[src/cycle_timer_pkg.sv]
// Constants for the serial-bus cycle timer and cycle monitor
// Contract
// Low 12 timer bits count modulo 3072 at the 24.576 MHz rate; only with the internal source, external source only clears them.
// Next 13 bits count 125 us cycles; top 7 bits count seconds.
// Host reads and writes the 32-bit timer at 14h; also seen at 200h.
// External source: each rising cycle input edge bumps cycle count, clears offset.
// External source: every cycle count increment pulses the cycle output.
// System selects the external source only on the cycle master.
// Internal source: offset advances from the 24.576 MHz clock.
// Internal source: each offset rollover bumps cycle count and pulses output.
// Non-master loads the timer from each received cycle-start packet; a host write at 14h in the same cycle wins and the packet is not loaded.
// Timer holds still while the timer enable bit is clear; host writes at 14h and cycle-start packet loads still change it.
// Cycle pulse starts a cycle: master sends cycle start, others expect one.
// Cycle master sends cycle-start packets on its own, no host involvement.
// Cycle-started flag sets when cycle start is sent or received.
// Missing expected cycle-start packet sets the cycle-lost flag.
// Received cycle-start goes to the timer, never into the receive queue.
// With mark insert enabled, a cycle-mark entry is queued at cycle end.
// Internal 24.576 MHz tick derives from the 49.152 MHz phy clock.
// Reset clears the cycle timer and cycle monitor state.
// System holds the external cycle input high when unused.
// Cycle count wraps 7999 to zero bumping seconds; seconds wrap at 127.
// Reset clears all timer fields and both flags.
package cycle_timer_pkg;
    localparam int OFFSET_WIDTH = 12;
    localparam int COUNT_WIDTH = 13;
    localparam int SECONDS_WIDTH = 7;
    localparam int TIME_WIDTH = 32;
    localparam int OFFSET_LSB = 0;
    localparam int COUNT_LSB = 12;
    localparam int SECONDS_LSB = 25;
    localparam logic [11:0] OFFSET_LAST = 12'hbff;
    localparam logic [12:0] COUNT_LAST = 13'h1f3f;
    localparam logic [6:0] SECONDS_LAST = 7'h7f;
    localparam logic [7:0] ADDR_CYCLE_TIME = 8'h14;
    localparam logic [11:0] BUS_SPACE_CYCLE_TIME = 12'h200;
    localparam logic [31:0] TIME_RESET = 32'h0000_0000;
endpackage

[src/cycle_time_counter.sv]
// Offset, cycle-count and seconds counter of the cycle timer
module cycle_time_counter (
    // Clock and reset
    input wire logic clock,
    input wire logic srst,
    // Advance controls
    input wire logic enable,
    input wire logic offsetTick,
    input wire logic externalCycle,
    // Loads
    input wire logic hostWrite,
    input wire logic [31:0] hostData,
    input wire logic packetLoad,
    input wire logic [31:0] packetData,
    // State
    output logic [31:0] cycleTime,
    output logic cycleBump
);
    logic [11:0] offset;
    logic [12:0] count;
    logic [6:0] seconds;
    logic [11:0] next_offset;
    logic [12:0] next_count;
    logic [6:0] next_seconds;
    wire offsetWrap = offset == cycle_timer_pkg::OFFSET_LAST;
    wire countWrap = count == cycle_timer_pkg::COUNT_LAST;
    wire bumpCount = enable && (externalCycle || (offsetTick && offsetWrap));

    assign cycleTime = {seconds, count, offset};

    always_comb begin
        next_offset = offset;
        next_count = count;
        next_seconds = seconds;
        if (hostWrite) begin
            {next_seconds, next_count, next_offset} = hostData;
        end else if (packetLoad) begin
            {next_seconds, next_count, next_offset} = packetData;
        end else if (enable) begin
            if (externalCycle) begin
                next_offset = '0;
            end else if (offsetTick) begin
                next_offset = offsetWrap ? '0 : offset + 12'h001;
            end
            if (bumpCount) begin
                next_count = countWrap ? '0 : count + 13'h0001;
                if (countWrap) begin
                    next_seconds = seconds + 7'h01;
                end
            end
        end
    end

    always_ff @(posedge clock) begin
        if (srst) begin
            {seconds, count, offset} <= cycle_timer_pkg::TIME_RESET;
            cycleBump <= 1'b0;
        end else begin
            offset <= next_offset;
            count <= next_count;
            seconds <= next_seconds;
            cycleBump <= bumpCount && !hostWrite && !packetLoad;
        end
    end
endmodule

[src/serial_bus_cycle_timer_monitor.sv]
// Cycle timer and cycle monitor of the serial-bus link controller
module serial_bus_cycle_timer_monitor (
    // Clock and reset
    input wire logic clock,
    input wire logic srst,
    // Pins
    input wire logic phy_system_clock,
    input wire logic ext_cycle_tick_in,
    output logic cycle_tick_out,
    // Control bits
    input wire logic cycle_source_select,
    input wire logic cycleTimerEnable,
    input wire logic cycleMaster,
    input wire logic cycle_mark_insert_enable,
    // Host register port
    input wire logic regSelect,
    input wire logic regWrite,
    input wire logic [7:0] register_addr_bus,
    input wire logic [31:0] regWriteData,
    output logic [31:0] regReadData,
    output logic regReadValid,
    // Serial-bus register space read
    input wire logic busSpaceRead,
    input wire logic [11:0] busSpaceAddr,
    output logic [31:0] busSpaceData,
    output logic busSpaceValid,
    // Receiver path
    input wire logic rxQuadletValid,
    input wire logic [31:0] rxQuadlet,
    input wire logic rxIsCycleStart,
    output logic queueWrite,
    output logic [31:0] queueData,
    output logic queueCycleMark,
    // Transmitter path
    output logic cycleStartRequest,
    input wire logic cycleStartSent,
    // Flags and registered timer copy
    input wire logic clearCycleStarted,
    input wire logic clearCycleLost,
    output logic cycle_started_flag,
    output logic cycleLostFlag,
    output logic [31:0] isochronousCycleTime
);
    logic [1:0] pinMeta;
    logic [1:0] pinSync;
    logic phyLast;
    logic extLast;
    logic halfToggle;
    logic awaitingStart;
    logic [31:0] cycleTime;
    logic cycleBump;

    // Pin synchronisers, phy clock in bit 0, cycle input in bit 1
    wire logic [1:0] pinRaw = {ext_cycle_tick_in, phy_system_clock};

    always_ff @(posedge clock) begin
        pinMeta <= pinRaw;
        pinSync <= pinMeta;
    end

    wire logic phySync = pinSync[0];
    wire logic extSync = pinSync[1];

    wire phyRise = phySync && !phyLast;
    wire offsetTick = phyRise && halfToggle && !cycle_source_select;
    wire externalCycle = extSync && !extLast && cycle_source_select;
    wire hostHit = register_addr_bus == cycle_timer_pkg::ADDR_CYCLE_TIME;
    wire hostWrite = regSelect && regWrite && hostHit;
    wire hostRead = regSelect && !regWrite;
    wire rxStart = rxQuadletValid && rxIsCycleStart;
    wire packetLoad = rxStart && !cycleMaster;
    wire startSeen = cycleMaster ? cycleStartSent : rxStart;
    wire startLost = !cycleMaster && awaitingStart && cycleBump && !rxStart;
    wire logic next_halfToggle = phyRise ? !halfToggle : halfToggle;
    wire logic next_startedFlag = startSeen || (cycle_started_flag && !clearCycleStarted);
    wire logic next_lostFlag = startLost || (cycleLostFlag && !clearCycleLost);

    // Read and queue selections
    wire logic rxPlain = rxQuadletValid && !rxIsCycleStart;
    wire logic markEntry = cycleBump && cycle_mark_insert_enable;
    wire logic busSpaceHit = busSpaceAddr == cycle_timer_pkg::BUS_SPACE_CYCLE_TIME;
    wire logic [31:0] next_regReadData = (hostRead && hostHit) ? cycleTime : '0;
    wire logic [31:0] next_busSpaceData = (busSpaceRead && busSpaceHit) ? cycleTime : '0;
    wire logic [31:0] next_queueData = rxPlain ? rxQuadlet : cycleTime;

    cycle_time_counter timer (
        .clock(clock),
        .srst(srst),
        .enable(cycleTimerEnable),
        .offsetTick(offsetTick),
        .externalCycle(externalCycle),
        .hostWrite(hostWrite),
        .hostData(regWriteData),
        .packetLoad(packetLoad),
        .packetData(rxQuadlet),
        .cycleTime(cycleTime),
        .cycleBump(cycleBump)
    );

    // Edge history of the synchronised pins
    always_ff @(posedge clock) begin
        if (srst) begin
            phyLast <= 1'b0;
            extLast <= 1'b1;
        end else begin
            phyLast <= phySync;
            extLast <= extSync;
        end
    end

    // Half-rate divider of the phy clock
    always_ff @(posedge clock) begin
        if (srst) begin
            halfToggle <= 1'b0;
        end else begin
            halfToggle <= next_halfToggle;
        end
    end

    // Cycle pulse and start request
    always_ff @(posedge clock) begin
        if (srst) begin
            cycle_tick_out <= 1'b0;
            cycleStartRequest <= 1'b0;
        end else begin
            cycle_tick_out <= cycleBump;
            cycleStartRequest <= cycleBump && cycleMaster;
        end
    end

    // Expected cycle-start tracking
    always_ff @(posedge clock) begin
        if (srst) begin
            awaitingStart <= 1'b0;
        end else if (cycleBump && !cycleMaster) begin
            awaitingStart <= 1'b1;
        end else if (rxStart || cycleMaster) begin
            awaitingStart <= 1'b0;
        end
    end

    // Sticky flags, a set beats a clear
    always_ff @(posedge clock) begin
        if (srst) begin
            cycle_started_flag <= 1'b0;
            cycleLostFlag <= 1'b0;
        end else begin
            cycle_started_flag <= next_startedFlag;
            cycleLostFlag <= next_lostFlag;
        end
    end

    // Receive queue path
    always_ff @(posedge clock) begin
        if (srst) begin
            queueWrite <= 1'b0;
            queueCycleMark <= 1'b0;
            queueData <= '0;
        end else begin
            queueCycleMark <= markEntry;
            queueWrite <= rxPlain || markEntry;
            queueData <= next_queueData;
        end
    end

    // Host register reads
    always_ff @(posedge clock) begin
        if (srst) begin
            regReadData <= '0;
            regReadValid <= 1'b0;
        end else begin
            regReadData <= next_regReadData;
            regReadValid <= hostRead;
        end
    end

    // Serial-bus register space reads
    always_ff @(posedge clock) begin
        if (srst) begin
            busSpaceData <= '0;
            busSpaceValid <= 1'b0;
        end else begin
            busSpaceData <= next_busSpaceData;
            busSpaceValid <= busSpaceRead;
        end
    end

    // Registered copy of the timer
    always_ff @(posedge clock) begin
        if (srst) begin
            isochronousCycleTime <= cycle_timer_pkg::TIME_RESET;
        end else begin
            isochronousCycleTime <= cycleTime;
        end
    end
endmodule

[config.mk]
export PLATFORM = sky130hd
export DESIGN_NAME = serial_bus_cycle_timer_monitor
export DESIGN_NICKNAME = d
export VERILOG_FILES = /design/src/cycle_timer_pkg.sv /design/src/cycle_time_counter.sv /design/src/serial_bus_cycle_timer_monitor.sv
export SDC_FILE = /design/constraint.sdc
export NUM_CORES = 1
export LEC_CHECK = 0
export ABC_AREA = 0
export BUFFER_PORTS_ARGS = -buffer_cell sky130_fd_sc_hd__clkbuf_2
export CORE_ASPECT_RATIO = 0.5
export CORE_MARGIN = 2
export CORE_UTILIZATION = 55
export CTS_BUF_LIST = sky130_fd_sc_hd__clkbuf_8
export CTS_CLUSTER_SIZE = 40
export DETAILED_ROUTE_END_ITERATION = 10
export MAX_ROUTING_LAYER = met4
export PLACE_DENSITY = 0.95
export SLEW_MARGIN = 20
export SYNTH_ARGS = -nofsm -noshare
export SYNTH_HDL_FRONTEND = slang
export SYNTH_HIERARCHICAL = 1
export SYNTH_SLANG_ARGS = --single-unit
export TNS_END_PERCENT = 30
[constraint.sdc]
create_clock -name clock -period 6.8 [get_ports clock]
set_clock_uncertainty 0.1 [all_clocks]
set_input_delay 1.36 -clock clock [delete_from_list [all_inputs] [get_ports clock]]
set_output_delay 1.36 -clock clock [all_outputs]
set_load 0.02 [all_outputs]
=== After elaboration in Yosys (flattened, before gate mapping) ===
Index checks and enable logic that the tools add are counted.

* Flip-flop bits (word level): 177
* Bits of input ports: 100
* Output and inout port bits: 136
* Word-level logic and storage cells: 103

* Add/subtract/negate cells: 3
* Reduce and logical (&&, ||, !) cells: 52
* Bitwise logic cells: 2
* Equal/unequal tests: 4
* Mux-type cells: 20

{| class="wikitable"
|+ Operators by type and width
! kind !! number
|-
| $mux W12 || 6
|-
| $mux W13 || 5
|-
| $mux W7 || 5
|-
| $mux W32 || 1
|-
| $logic_and A1 B1 Y1 || 25
|-
| $add A13 B1 Y13 const B || 1
|-
| $eq A13 B13 Y1 const B || 1
|-
| $add A12 B1 Y12 const B || 1
|-
| $eq A12 B10 Y1 const B || 1
|-
| $eq A12 B12 Y1 const B || 1
|-
| $logic_not A1 Y1 || 12
|-
| $reduce_bool A3 Y1 || 3
|-
| $eq A8 B5 Y1 const B || 1
|-
| $add A7 B1 Y7 const B || 1
|-
| $logic_or A1 B1 Y1 || 5
|-
| $reduce_and A2 Y1 || 2
|-
| $reduce_bool A4 Y1 || 1
|-
| $reduce_or A2 Y1 || 2
|-
| $mux W1 || 3
|-
| $reduce_and A3 Y1 || 1
|-
| $not A1 Y1 || 2
|-
| $reduce_bool A2 Y1 || 1
|}

=== Logic depth before layout (Yosys ltp) ===
* Depth in word-level cells: 11
* Mapped depth: 9
* Mapped depth without buffers: 7

=== By module ===
The synthesis kept the hierarchy.

{| class="wikitable"
|+ By module, submodules not included
! module !! area each (um2) !! sequential area each (um2) !! cells each !! times used
|-
| serial_bus_cycle_timer_monitor || 4,147.7 || 2,882.8 || 324 || 1
|-
| cycle_time_counter || 2,433.6 || 660.6 || 295 || 1
|}

=== Worst setup path after synthesis ===
No wires, ideal clock.

* Path kind: in2reg
* Start: in register_addr_bus[5]
* End: reg timer.count[8]
* Library setup time: 138 ps
* Slack: 3,698 ps
* Stages: 7
* Buffers on the path: 2
* Data arrival time: 2,863 ps
* Required time: 6,562 ps
* Cells stage by stage: nor4b_2 -> and4_1 -> buf_1 -> clkbuf_1 -> nor2_1 -> a221oi_1 -> a211oi_1

* Cells in the longest elaborated chain, start to end: 4
* Elaborated cells on any way between the ends: 6
* Classes of those cells: eq/ne: 1; mux: 1; reduce/logical: 4

{| class="wikitable"
|+ Ends and longest elaborated chain
! item !! line !! source
|-
| from (decl) || serial_bus_cycle_timer_monitor.sv:18 || <nowiki>input wire logic [7:0] register_addr_bus,</nowiki>
|-
| $eq A8 B5 Y1 * || serial_bus_cycle_timer_monitor.sv:67 || <nowiki>wire hostHit = register_addr_bus == cycle_timer_pkg::ADDR_CYCLE_TIME;</nowiki>
|-
| $logic_and A1 B1 Y1 * || serial_bus_cycle_timer_monitor.sv:68 || <nowiki>wire hostWrite = regSelect && regWrite && hostHit;</nowiki>
|-
| named net hostWrite || serial_bus_cycle_timer_monitor.sv:68 ||
|-
| $reduce_bool A3 Y1 (no source line) || -- ||
|-
| $reduce_and A2 Y1 (no source line) || -- ||
|-
| to (signal assigned) || cycle_time_counter.sv:56 || <nowiki>{seconds, count, offset} <= cycle_timer_pkg::TIME_RESET;</nowiki>
|-
| to (signal assigned) || cycle_time_counter.sv:60 || <nowiki>count <= next_count;</nowiki>
|-
| to (decl) || cycle_time_counter.sv:20 || <nowiki>logic [12:0] count;</nowiki>
|}

Mark *: on every way through the listed nets, which the timed path passes. The rest lies on a longest branch.
A chain may end at the register's enable or synchronous reset.

=== Worst setup path after layout ===
* Start: in register_addr_bus[5]
* End: reg timer.count[7]

The elaborated chain is that of the path after synthesis.

==> metrics.cfg <==
[timing]
fin_crit_ns = 3.806
setup_viol = 0
rsz0062_at_grt = no
setup_tns_ns = 0
relSlewSlack = 0.2801
slew_violations = 0
post-route-period-util = 0.5597
hold_viol_final = 0
max_freq_mhz = 262.8
worst_pin_slew_ns = 1.077
layout_setup_ws_ns = 2.994

[clock_network]
clk_latency_ns = 0.45
tritoncts = done
post_cts_buffers = 0
htree_levels = 4
clock_sinks = 177
clkTransAtPathRegs_ns = 0.09
cts_buffers = 17
ctsHoldBuffers = 0
cts_buffer_depth = 2
cts.root.buffer_cell = clkbuf_8
cts_resized = 0

[route]
drtAntennaViolNets = 0
first_iter_violations = 596
dr_total_vias = 5757
wl_per_cell_um = 18.08
dr.pass1.iters = 6
drc = 0
via_per_inst = 5.672
wl_um = 18360

[synthesis]
synth_top_family_by_area = simple AND/OR/NAND/NOR gates
synth_warnings = 6
yosys_register_bits = 177
synth_cell_types = 78
syn-num-nets = 722
synth_compound_gate_area_share = 0.1684
netlist_area_um2 = 6581
synthMuxAreaShare = 0.009125
synth_edf_count = 0
synth-main-ff-cell = dfxtp_1
synthTopCellsByArea = dfxtp_1, and2_1, o22a_1
yosys-top-cells-count = dfxtp_1, and2_1, nor2b_1
async_reset_ff_frac = 0
syn_inst = 619
synth-xor-area-share = 0.02129
ys_seq_area_frac = 0.5384
synth_fa_ha_area_frac = 0.005703
synth_area_leader_cell = dfxtp_1
syn_area_per_cell_um2 = 10.63
yosysMostFrequentCell = dfxtp_1
synth_top_area_frac = 0.5384
synthSimpleGateAreaFrac = 0.2141

[worst_setup_path]
worstPathArrival_ns = 4.05
ff2ff_setup_slack_ns = 4.08
start_kind = primary input
endpoint_kind = flip-flop
worst_ep_required_time_ns = 7.04
crit_fanout = 21
crit_type = in2reg

[layout]
syn_to_final_growth_pct = 24.60
fin_cells = 1015
nFillCells = 865
drive_gt1_frac = 0.3565
layout.nets = 941
final_area_um2 = 8200
antennaDiodeCount = 0

[status]
status = finished clean

[pwr]
ir_worst_vdd_mv = 0.1286
leakagePower_nw = 3.708
powerDensity_nw_per_um2 = 248.5

[floorplan]
dieArea_um2 = 12910
die_w_um = 158.7
boundaryPins = 236
rows = 28
core_um2 = 11740
start_util = 0.5608
die_h_um = 81.35

[global_routing]
first_global_vias = 5647
grt_overflow = 0
grt_max_degree = 44
grt_usage = 0.2916
antenna_found_initial = 0
grt_pass1_wl_um = 28630

[placed_design]
dpl-instance-area_um2 = 7759
gp_congestion = 0.9022
port_buffers = 235
place_ws_ns = 2.648
dp.cells = 984
dpl.hpwl_um = 12760

[job]
maxCapViolCount = 0

[hold_path]
hold_path_class = reg2reg

==> layer usage <==
layer | GRT usage | share of wire | wire (um) | vias to the layer above
met2 | 0.4699 | 0.47 | 8656 | 363
met4 | 0.1367 | 0.029 | 538 | 0
met5 | - | 0 | 0 | -
li1 | - | - | - | 2643
met1 | 0.3641 | 0.42 | 7682 | 2691
met3 | 0.05312 | 0.081 | 1478 | 60
==> metrics by stage <==
step                utilization  power (W)  hold slack, ns
floorplan                     -   0.001191          0.2096
global placement         0.6611   0.001255          0.2110
detailed placement       0.6611   0.001261          0.2143
CTS                      0.6987   0.002045          0.2360
global route             0.6987   0.002106          0.2386
finish                   0.6987   0.002038          0.2351
==> cell type report <==
cell class | instances | area [um^2] | area share
sequential | 177 | 3543 | 0.4321
multi-input combinational | 391 | 2765 | 0.3372
timing repair buffer | 237 | 1191 | 0.1453
clock buffer | 18 | 247.7 | 0.03021
tap | 165 | 206.4 | 0.02518
clock inverter | 13 | 193.9 | 0.02365
inverter | 14 | 52.55 | 0.006408
==> cell families after synthesis <==
family,after synthesis
flops,177
simple gates,233
buf+inv,51
compound gates,133
xor+xnor,16
fa+ha+maj,3
mux,6
==> state kept, by name, summed over array words and instances, names as in the netlist, 2 cells and up <==
signal,count
busSpaceData,32
isochronousCycleTime,32
pinMeta,2
pinSync,2
queueData,32
regReadData,32
timer/count,13
timer/offset,12
timer/seconds,7
==> critical path, stage by stage <==
cell      delay [ns]
clkbuf_2        0.09
nor4b_2         0.34
and4_1          0.77
nor2_1          0.18
nand2_1         0.18
or2_1           0.58
o22ai_1         0.24
a311oi_2        0.30
==> report_power, final <==
group / total (W) / internal (W) / switching (W)
registers: 0.00108 / 0.00106 / 0.0000230
logic: 0.000158 / 0.0000641 / 0.0000937
clock network: 0.000796 / 0.000416 / 0.000380
total: 0.00204 / 0.00154 / 0.000497
==> layout by cell type (no fill, tap or decap), drive strengths merged, types with 4 or more instances in the layout <==
master and n:
xnor2 8, clkbuf 252, a311oi 4, or2 5
dfxtp 177, nand3 13, and3 4, nand2 26
inv 20, mux2i 6, a211oi 10, a221oi 16
xor2 8, nor2b 37, nor3 6, bufinv 4
nor4 7, nand2b 6, a21oi 17, nor2 36
and2 67, nor4b 4, a2111oi 8, nand4 6
a221o 4, o211ai 7, o22a 32, o21ai 12
and4 5
==> path summary, 6_finish.rpt <==
check / startpoint / end / cells after the start
max: register_addr_bus[5] / timer/count[7]$_SDFFE_PP0P_ / 8
min: pinMeta[0]$_DFF_P_ / pinSync[0]$_DFF_P_ / 0
max reg2reg: pinSync[0]$_DFF_P_ / timer/count[7]$_SDFFE_PP0P_ / 7
min reg2reg: pinMeta[0]$_DFF_P_ / pinSync[0]$_DFF_P_ / 0
(Power assumes the default switching activity.)
